<file path="config.mk">
export PLATFORM = sky130hd
export DESIGN_NAME = cmt_channel_action
export DESIGN_NICKNAME = d
export VERILOG_FILES = /design/src/design/cmt_channel_action.v
export VERILOG_INCLUDE_DIRS = /design/src /design/src/design
export SDC_FILE = /design/constraint.sdc
export NUM_CORES = 1
export LEC_CHECK = 0
export BUFFER_PORTS_ARGS = -buffer_cell sky130_fd_sc_hd__buf_2
export CAP_MARGIN = 15
export CORE_ASPECT_RATIO = 1.5
export CORE_MARGIN = 5
export CORE_UTILIZATION = 51
export CTS_CLUSTER_DIAMETER = 60
export DETAILED_ROUTE_END_ITERATION = 8
export MAX_ROUTING_LAYER = met4
export PLACE_DENSITY = 0.74
export SETUP_SLACK_MARGIN = 0.1
export SLEW_MARGIN = 10
export SYNTH_ARGS = -nofsm -noshare
export SYNTH_HDL_FRONTEND = slang
export SYNTH_SLANG_ARGS = --single-unit
export TNS_END_PERCENT = 20
</file>
<file path="constraint.sdc">
create_clock -name clk -period 3.3 [get_ports clk]
set_input_delay 0.495 -clock clk [delete_from_list [all_inputs] [get_ports clk]]
set_output_delay 0.495 -clock clk [all_outputs]
set_load 0.03 [all_outputs]
</file>
<file path="src/design/cmt_consts.vh">
/*
  Constants for the channel match and transition action block: register
  offsets, control field positions, channel mode codes and edge selections.
  Assumes it is included by bare name from the design file.
*/
`ifndef CMT_CONSTS_VH
`define CMT_CONSTS_VH

// ----------------------------------------------------------------------------
// Widths
// ----------------------------------------------------------------------------
`define CMT_ADDR_W        4
`define CMT_TB_W          24
`define CMT_CTRL_W        12

// ----------------------------------------------------------------------------
// Register offsets
// ----------------------------------------------------------------------------
`define CMT_ADDR_CTRL     4'h0
`define CMT_ADDR_MATCH_A  4'h1
`define CMT_ADDR_MATCH_B  4'h2
`define CMT_ADDR_STATUS   4'h3
`define CMT_ADDR_CAPT_A   4'h4
`define CMT_ADDR_CAPT_B   4'h5

// ----------------------------------------------------------------------------
// Control field positions and reset value
// ----------------------------------------------------------------------------
`define CMT_MODE_MSB      2
`define CMT_MODE_LSB      0
`define CMT_ESA_MSB       5
`define CMT_ESA_LSB       4
`define CMT_ESB_MSB       7
`define CMT_ESB_LSB       6
`define CMT_TBSA_BIT      8
`define CMT_TBSB_BIT      9
`define CMT_GEA_BIT       10
`define CMT_GEB_BIT       11
`define CMT_CTRL_RST      12'h000

// ----------------------------------------------------------------------------
// Channel modes
// ----------------------------------------------------------------------------
`define CMT_MODE_EM_FREE_DT   3'h0
`define CMT_MODE_EM_LOCK_ST   3'h1
`define CMT_MODE_EM_LOCK_DT   3'h2
`define CMT_MODE_SECOND_MATCH_SINGLE_EDGE_MODE        3'h3
`define CMT_MODE_SECOND_MATCH_DOUBLE_EDGE_MODE        3'h4
`define CMT_MODE_ORD_ST       3'h5
`define CMT_MODE_ORD_DT       3'h6

// ----------------------------------------------------------------------------
// Edge selections
// ----------------------------------------------------------------------------
`define CMT_EDGE_OFF      2'h0
`define CMT_EDGE_RISE     2'h1
`define CMT_EDGE_FALL     2'h2
`define CMT_EDGE_ANY      2'h3

`endif

</file>
<file path="src/design/cmt_channel_action.v">
/*
  Channel action logic of one timer channel: two action units, each with a
  match comparator and capture register, match and transition latches,
  blocking, ordering and service requests of seven channel modes.
  Assumes timebase counters on clk, an asynchronous input pin, and an engine
  that pulses thread_switch_point and flag_clear on clk.
*/
// Our own choices: the strobed register port and the address map.
`include "cmt_consts.vh"
`timescale 1ns/1ps
`default_nettype none

module cmt_channel_action (
  input  wire                  clk,
  input  wire                  nrst,
  input  wire                  ce,
  input  wire [3:0]            addr,
  input  wire [31:0]           wdata,
  input  wire                  wr,
  input  wire                  rd,
  output reg  [31:0]           rdata,
  input  wire                  pin_in,
  output reg                   pin_out,
  input  wire [23:0]           timebase_counter_1,
  input  wire [23:0]           timebase_counter_2,
  input  wire                  thread_switch_point,
  input  wire [3:0]            flag_clear,
  output wire                  vector_first_match_second_edge,
  output wire                  vector_second_match_first_edge,
  output wire                  service_request,
  output reg  [3:0]            sampled_flags,
  output reg  [23:0]           engine_capture_copy_a,
  output reg  [23:0]           engine_capture_copy_b
);

  // --------------------------------------------------------------------------
  // State
  // --------------------------------------------------------------------------
  reg  [11:0] ctrl_reg;
  reg  [23:0] match_val_a_reg;
  reg  [23:0] match_val_b_reg;
  reg         armed_a_reg;
  reg         armed_b_reg;
  reg         match_a_hit_latch;
  reg         match_b_hit_latch;
  reg         edge_a_seen_latch;
  reg         edge_b_seen_latch;
  reg  [3:0]  req_reg;
  reg  [23:0] capture_a_reg;
  reg  [23:0] capture_b_reg;
  reg         cap_edge_a_reg;
  reg         cap_edge_b_reg;
  reg         pin_s1_reg;
  reg         pin_s2_reg;
  reg         pin_prev_reg;

  // --------------------------------------------------------------------------
  // Control decode
  // --------------------------------------------------------------------------
  wire [2:0]  mode    = ctrl_reg[`CMT_MODE_MSB:`CMT_MODE_LSB];
  wire [23:0] tb_a    = ctrl_reg[`CMT_TBSA_BIT] ? timebase_counter_2 : timebase_counter_1;
  wire [23:0] tb_b    = ctrl_reg[`CMT_TBSB_BIT] ? timebase_counter_2 : timebase_counter_1;
  wire [47:0] tb_all  = {tb_b, tb_a};
  wire [47:0] val_all = {match_val_b_reg, match_val_a_reg};
  wire [3:0]  esel    = {ctrl_reg[`CMT_ESB_MSB:`CMT_ESB_LSB],
                         ctrl_reg[`CMT_ESA_MSB:`CMT_ESA_LSB]};
  wire [1:0]  ge      = {ctrl_reg[`CMT_GEB_BIT], ctrl_reg[`CMT_GEA_BIT]};
  wire        rise    = pin_s2_reg & ~pin_prev_reg;
  wire        fall    = ~pin_s2_reg & pin_prev_reg;
  wire        single_edge = (mode == `CMT_MODE_EM_LOCK_ST) | (mode == `CMT_MODE_SECOND_MATCH_SINGLE_EDGE_MODE) |
                            (mode == `CMT_MODE_ORD_ST);

  // --------------------------------------------------------------------------
  // Comparators and edge detectors per action unit
  // --------------------------------------------------------------------------
  wire [1:0]  cmp_hit;
  wire [1:0]  edge_raw;
  genvar u;
  generate
    for (u = 0; u < 2; u = u + 1) begin : g_unit
      wire [23:0] tbu  = tb_all[u*24 +: 24];
      wire [23:0] valu = val_all[u*24 +: 24];
      wire [1:0]  su   = esel[u*2 +: 2];
      assign cmp_hit[u]  = ge[u] ? (tbu >= valu) : (tbu == valu);
      assign edge_raw[u] = ((su == `CMT_EDGE_RISE) & rise) |
                           ((su == `CMT_EDGE_FALL) & fall) |
                           ((su == `CMT_EDGE_ANY) & (rise | fall));
    end
  endgenerate

  // --------------------------------------------------------------------------
  // Mode enables and request masks
  // --------------------------------------------------------------------------
  reg        ma_en;
  reg        mb_en;
  reg        ea_en;
  reg        eb_en;
  reg  [3:0] rq_mask;

  always @* begin
    ma_en   = armed_a_reg & ~match_a_hit_latch;
    mb_en   = armed_b_reg & ~match_b_hit_latch;
    ea_en   = ~edge_a_seen_latch;
    eb_en   = edge_a_seen_latch & ~edge_b_seen_latch;
    rq_mask = 4'h0;
    case (mode)
      `CMT_MODE_EM_FREE_DT: begin
        ma_en   = ma_en & ~edge_a_seen_latch;
        mb_en   = mb_en & ~edge_b_seen_latch;
        rq_mask = 4'hb;
      end
      `CMT_MODE_EM_LOCK_ST: begin
        ma_en   = ma_en & ~match_b_hit_latch & ~edge_a_seen_latch;
        mb_en   = mb_en & ~match_a_hit_latch & ~edge_a_seen_latch;
        rq_mask = 4'h7;
      end
      `CMT_MODE_EM_LOCK_DT: begin
        ma_en   = ma_en & ~match_b_hit_latch & ~edge_a_seen_latch;
        mb_en   = mb_en & ~match_a_hit_latch & ~edge_b_seen_latch;
        rq_mask = 4'hb;
      end
      `CMT_MODE_SECOND_MATCH_SINGLE_EDGE_MODE: begin
        ma_en   = ma_en & ~match_b_hit_latch;
        mb_en   = mb_en & ~edge_a_seen_latch;
        ea_en   = ea_en & match_a_hit_latch;
        rq_mask = 4'h6;
      end
      `CMT_MODE_SECOND_MATCH_DOUBLE_EDGE_MODE: begin
        ma_en   = ma_en & ~match_b_hit_latch;
        mb_en   = mb_en & ~edge_b_seen_latch;
        ea_en   = ea_en & match_a_hit_latch;
        rq_mask = 4'ha;
      end
      `CMT_MODE_ORD_ST: begin
        mb_en   = mb_en & match_a_hit_latch & ~edge_a_seen_latch;
        ea_en   = ea_en & match_a_hit_latch & ~match_b_hit_latch;
        rq_mask = 4'h6;
      end
      `CMT_MODE_ORD_DT: begin
        mb_en   = mb_en & match_a_hit_latch & ~edge_b_seen_latch;
        ea_en   = ea_en & match_a_hit_latch & ~match_b_hit_latch;
        eb_en   = eb_en & ~match_b_hit_latch;
        rq_mask = 4'ha;
      end
      default: begin
        ma_en = 1'b0;
        mb_en = 1'b0;
        ea_en = 1'b0;
        eb_en = 1'b0;
      end
    endcase
  end

  // --------------------------------------------------------------------------
  // Events and captures
  // --------------------------------------------------------------------------
  wire [3:0] set_ev = {eb_en & edge_raw[1], ea_en & edge_raw[0],
                       mb_en & cmp_hit[1], ma_en & cmp_hit[0]};
  wire       sw_clr = wr & (addr == `CMT_ADDR_STATUS);
  wire [3:0] clr_ev = flag_clear | (sw_clr ? wdata[3:0] : 4'h0);
  wire       both_on_match = (mode == `CMT_MODE_EM_LOCK_ST) |
                             ((mode == `CMT_MODE_EM_LOCK_DT) & ~edge_a_seen_latch);
  wire       any_match = set_ev[0] | set_ev[1];
  wire       ld_edge_a = set_ev[2];
  wire       ld_edge_b = set_ev[3] | (set_ev[2] & single_edge);
  wire       ld_mat_a  = (set_ev[0] | (both_on_match & any_match)) & ~cap_edge_a_reg;
  wire       ld_mat_b  = (set_ev[1] | (both_on_match & any_match)) & ~cap_edge_b_reg;
  wire [3:0] latch_now = {edge_b_seen_latch, edge_a_seen_latch,
                          match_b_hit_latch, match_a_hit_latch};
  wire [3:0] latch_next;
  wire [3:0] req_next;

  // --------------------------------------------------------------------------
  // Flag and request slices, set wins over clear
  // --------------------------------------------------------------------------
  genvar f;
  generate
    for (f = 0; f < 4; f = f + 1) begin : g_flag
      assign latch_next[f] = set_ev[f] | (latch_now[f] & ~clr_ev[f]);
      assign req_next[f]   = (set_ev[f] & rq_mask[f]) | (req_reg[f] & ~clr_ev[f]);
    end
  endgenerate

  assign vector_first_match_second_edge = req_reg[0] | req_reg[3];
  assign vector_second_match_first_edge = req_reg[1] | req_reg[2];
  assign service_request = |req_reg;

  // --------------------------------------------------------------------------
  // Pin synchroniser
  // --------------------------------------------------------------------------
  always @(posedge clk or negedge nrst) begin
    if (!nrst) begin
      pin_s1_reg   <= 1'b0;
      pin_s2_reg   <= 1'b0;
      pin_prev_reg <= 1'b0;
    end else if (ce) begin
      pin_s1_reg   <= pin_in;
      pin_s2_reg   <= pin_s1_reg;
      pin_prev_reg <= pin_s2_reg;
    end
  end

  // --------------------------------------------------------------------------
  // Latches, captures and output pin
  // --------------------------------------------------------------------------
  always @(posedge clk or negedge nrst) begin
    if (!nrst) begin
      match_a_hit_latch <= 1'b0;
      match_b_hit_latch <= 1'b0;
      edge_a_seen_latch <= 1'b0;
      edge_b_seen_latch <= 1'b0;
      req_reg           <= 4'h0;
      capture_a_reg     <= 24'h000000;
      capture_b_reg     <= 24'h000000;
      cap_edge_a_reg    <= 1'b0;
      cap_edge_b_reg    <= 1'b0;
      pin_out           <= 1'b0;
    end else if (ce) begin
      match_a_hit_latch <= latch_next[0];
      match_b_hit_latch <= latch_next[1];
      edge_a_seen_latch <= latch_next[2];
      edge_b_seen_latch <= latch_next[3];
      req_reg           <= req_next;
      if (ld_edge_a)
        capture_a_reg <= tb_a;
      else if (ld_mat_a)
        capture_a_reg <= tb_a;
      if (ld_edge_b)
        capture_b_reg <= tb_b;
      else if (ld_mat_b)
        capture_b_reg <= tb_b;
      cap_edge_a_reg <= ld_edge_a | (cap_edge_a_reg & latch_next[2]);
      cap_edge_b_reg <= ld_edge_b | (cap_edge_b_reg & (latch_next[2] | latch_next[3]));
      if (set_ev[1])
        pin_out <= 1'b0;
      else if (set_ev[0])
        pin_out <= 1'b1;
    end
  end

  // --------------------------------------------------------------------------
  // Engine copy at thread switch
  // --------------------------------------------------------------------------
  always @(posedge clk or negedge nrst) begin
    if (!nrst) begin
      sampled_flags         <= 4'h0;
      engine_capture_copy_a <= 24'h000000;
      engine_capture_copy_b <= 24'h000000;
    end else if (ce && thread_switch_point) begin
      sampled_flags         <= latch_now;
      engine_capture_copy_a <= capture_a_reg;
      engine_capture_copy_b <= capture_b_reg;
    end
  end

  // --------------------------------------------------------------------------
  // Register port
  // --------------------------------------------------------------------------
  always @(posedge clk or negedge nrst) begin
    if (!nrst) begin
      ctrl_reg        <= `CMT_CTRL_RST;
      match_val_a_reg <= 24'h000000;
      match_val_b_reg <= 24'h000000;
      armed_a_reg     <= 1'b0;
      armed_b_reg     <= 1'b0;
      rdata           <= 32'h00000000;
    end else if (ce) begin
      if (wr && addr == `CMT_ADDR_CTRL)
        ctrl_reg <= wdata[11:0];
      if (wr && addr == `CMT_ADDR_MATCH_A) begin
        match_val_a_reg <= wdata[23:0];
        armed_a_reg     <= 1'b1;
      end
      if (wr && addr == `CMT_ADDR_MATCH_B) begin
        match_val_b_reg <= wdata[23:0];
        armed_b_reg     <= 1'b1;
      end
      if (rd) begin
        case (addr)
          `CMT_ADDR_CTRL:    rdata <= {20'h00000, ctrl_reg};
          `CMT_ADDR_MATCH_A: rdata <= {8'h00, match_val_a_reg};
          `CMT_ADDR_MATCH_B: rdata <= {8'h00, match_val_b_reg};
          `CMT_ADDR_STATUS:  rdata <= {24'h000000, req_reg, latch_now};
          `CMT_ADDR_CAPT_A:  rdata <= {8'h00, capture_a_reg};
          `CMT_ADDR_CAPT_B:  rdata <= {8'h00, capture_b_reg};
          default:           rdata <= 32'h00000000;
        endcase
      end else begin
        rdata <= 32'h00000000;
      end
    end
  end

endmodule // cmt_channel_action

`default_nettype wire

</file>
==> results.md <==
- Pin count of the biggest net entering global routing: 69
- Global-route wire length before repair: between 40000 and 50000 µm
- Max-slew violation count: 0
- Root buf cell: clkbuf_16
- Clk pwr share: 20.9%
- Avg Cell Area, Syn: around 11 µm²
- Hold Buf Count CTS: 0
- Combinational share of power: around 39%
- Min Clock Period, post-route: around 3300 ps
- First-pass DRT Iterations: 6
- Reg2Reg Depth: 14
- Antenna-violating nets left: 0
- Cell internal pwr: 6.14 mW
- Adder-Cell Fraction of Synth Area: 6.14%
- Worst-Margin Slew: slightly above 700 ps
- Port-buffer cells: 166
- Main combinational cell family by area after synthesis: multiplexers
- WL met2: 15600 µm
- Antenna violations before repair: 0
- Final WL: around 30000 µm
- Die Span Y: ~180 µm
- H-Tree Depth: 4
- Clock skew: around 12 ps
- Rows: 63
- Final setup viols: 9
- Place WS: -122 ps
- Hpwl dp: between 20000 and 25000 µm
- Placer Congestion: roughly 0.94
- Data required time of the critical path: between 3000 and 4000 ps
- Max reg flops: 48
- Most common cell after layout, fill and taps aside: dfrtp_1
- Sequential Power Share: between 40% and 50%
- DR iter-0 viols: 710
- Antenna Cells: 0
- Cell area after synthesis: approximately 0.010 mm²
- PwrDens: about 770 mW/mm²
- Critical path's slowest cell: dfrtp_2
- Hold Path Class: in2async
- Final Power: 9.78 mW
- Commonest non-fill, non-tap cells in the layout: dfrtp_1, buf_2, mux2_2, nand2_1, inv_1
- Reg2reg end: capture_a_reg[20]
- Simple-gate share of the synthesized area: roughly 6.6%
- Wirelength per Cell: about 22 µm
- Placed cells: 1334
- R2r setup slk: -10 ps
- CP max FO: 7
- Clock transition at the registers of the reported paths: 70 ps
- Initial Util: 52.1%
- GRT Overall Usage: between 20% and 30%
- Clk buf depth: 2
- Ys async rst share: 100%
- CP endpoint kind: flop
- Area delta synth->final: 23.3%
- Final hold slack: approximately 55 ps
- Clk_lat worst skew: ~450 ps
- WP data arrival: roughly 3600 ps
- Clk sinks: 200
- Type of the worst setup path: reg2reg
- Sequential share of the synthesized area: between 40% and 50%
- Relative slew slack: a little over half
- CP max stage delay: 450 ps
- Congestion Overflow GR: 0
- Placed inst area: ~0.012 mm²
- Number of vias per cell: between 5 and 6
- Fin util: between 60% and 70%
- Final net count: between 1000 and 1500
- Net Sw Frac: a little under two fifths
- Die area: 0.0233 mm²
- LEAKAGE: between 5 and 6 nW
- Core Box Area: about 0.020 mm²
- Max Used Layer: met4
- Post-synth top flop: dfrtp_1
- Final Cell Area: 0.0128 mm²
- Worst-path cell chain: buf_12 > buf_16 > mux2_2 > ha_1 > a21oi_2 > o21ai_1 > buf_4 > a221oi_2 > a311oi_2 > a31oi_4 > o221ai_4 > buf_12 > buf_12 > mux2_4
- Routed wl met3: 1620 µm
- RSZ-0062 raised after global routing: yes
- Failing checks: negative setup slack
- Ports: 183
- Most used cell along the critical path: buf_12
- Vias in the first global route: 8592
- Mapped Cells: 917
- Compound-gate portion of the synthesized area: ~15%
- Post-route setup slack: -12.1 ps
- Status: complete, but fails checks
- Post-Synth XOR/XNOR Area: 0%
- Worst reg2reg path startpoint: ctrl_reg[8]
- Share of layout cells above drive strength 1: between 30% and 40%
- Sw power: approximately 3.6 mW
- Met1 Wirelength: roughly 12000 µm
- Final hold vios: 0
- Post-synth EDFFs: 0
- Yosys Warn Count: 0
- TritonCTS clock tree: yes
- Non-filler cells, final: 1380
- Max VDD drop: roughly 0.41 mV
- #FFs+latches synth: 200
- Drc violations: 0
- Max-cap violation count: 0
- Final worst path period share: 100%
- Vias: between 8000 and 9000
- Multiplexer share of the synthesized area: about 18%
- Fmax: about 300 MHz
- Setup TNS: -32.7 ps
- TritonCTS Buffers: 17
- Distinct cells, synth: 60
- Die width: around 130 µm
- Worst setup SP type: flop
-- worst max path at each step --
stage / start / end / slack, ps / cells past startpoint
6_report: ctrl_reg[8] / capture_a_reg[20] / -10 / 14
5_1_grt: ctrl_reg[8] / capture_a_reg[8] / -100 / 14
4_1_cts: ctrl_reg[9] / capture_a_reg[3] / 20 / 13
3_5_place_dp: ctrl_reg[9] / capture_a_reg[17] / -120 / 11
3_3_place_gp: ctrl_reg[9] / capture_a_reg[19] / -50 / 11
2_1_floorplan: ctrl_reg[9] / capture_b_reg[10] / 170 / 12
-- layout make-up --
cell class	count	area (µm²)
Sequential cell	200	5010
Fill cell	1529	7100
Clock inverter	9	92.6
Multi-Input combinational cell	578	5020
Tap cell	260	325
Timing Repair Buffer	223	1510
Inverter	88	330
Clock buffer	22	474
-- cells in the mapped netlist (3+ instances only) --
master / count / area share [%]
buf_2: 7 / 0.34
nor2b_1: 5 / 0.30
a21boi_0: 13 / 0.94
a21oi_1: 29 / 1.4
mux2i_1: 4 / 0.39
dfrtp_1: 200 / 48
a221oi_1: 10 / 0.85
a222oi_1: 16 / 1.5
nor4_1: 3 / 0.18
mux2_4: 38 / 5.5
and3_1: 3 / 0.18
o211ai_1: 4 / 0.29
mux2_2: 111 / 12
o22ai_1: 21 / 1.3
nor3_1: 3 / 0.14
ha_1: 50 / 6.0
buf_1: 4 / 0.14
a21o_1: 5 / 0.36
nor2_1: 10 / 0.36
buf_12: 4 / 0.77
buf_4: 10 / 0.73
nand3_1: 3 / 0.14
nor4b_1: 3 / 0.25
clkbuf_1: 32 / 1.2
nand2_1: 92 / 3.3
a22oi_1: 20 / 1.5
o21ai_0: 77 / 3.7
inv_1: 88 / 3.2
nand4_1: 12 / 0.73
-- critical path, delay by kind of cell, from the launching register on --
kind / cells / cell delay, ps
buf+inv: 5 / 710
compound gates: 6 / 1090
mux: 2 / 670
flops: 1 / 450
fa+ha+maj: 1 / 240
-- power by group through the flow --
stage	registers [mW]	clock network, mW	logic (mW)
CTS	3.90	2.05	3.72
floorplan	4.34	0	1.90
detailed placement	3.94	0	3.48
global route	4.01	2.15	4.09
global placement	3.89	0	3.42
finish	3.91	2.04	3.82
-- cell families (layout without fill, tap and decap cells) --
logic type	after synthesis	in the layout
AOI/OAI and AO/OA	219	219
buffers and inverters	146	342
adders and majority gates	51	51
muxes	153	153
and+or+nand+nor	147	147
other	1	8
DFF	200	200
-- layer usage --
layer / vias up / GRT usage (%)
met3: 91 / 4.20
met1: 4055 / 30.6
met5: - / -
met4: 0 / 15.2
li1: 3655 / -
met2: 343 / 45.3
-- what timing repair did --
item                       in CTS  in global routing
setup endpoints to repair      46                 48
resized for setup              42                 15
cloned                          2                  1
pin swaps                      11                  7
setup buffers                  10                  2
No activity file was read; power rests on OpenSTA's default activity.
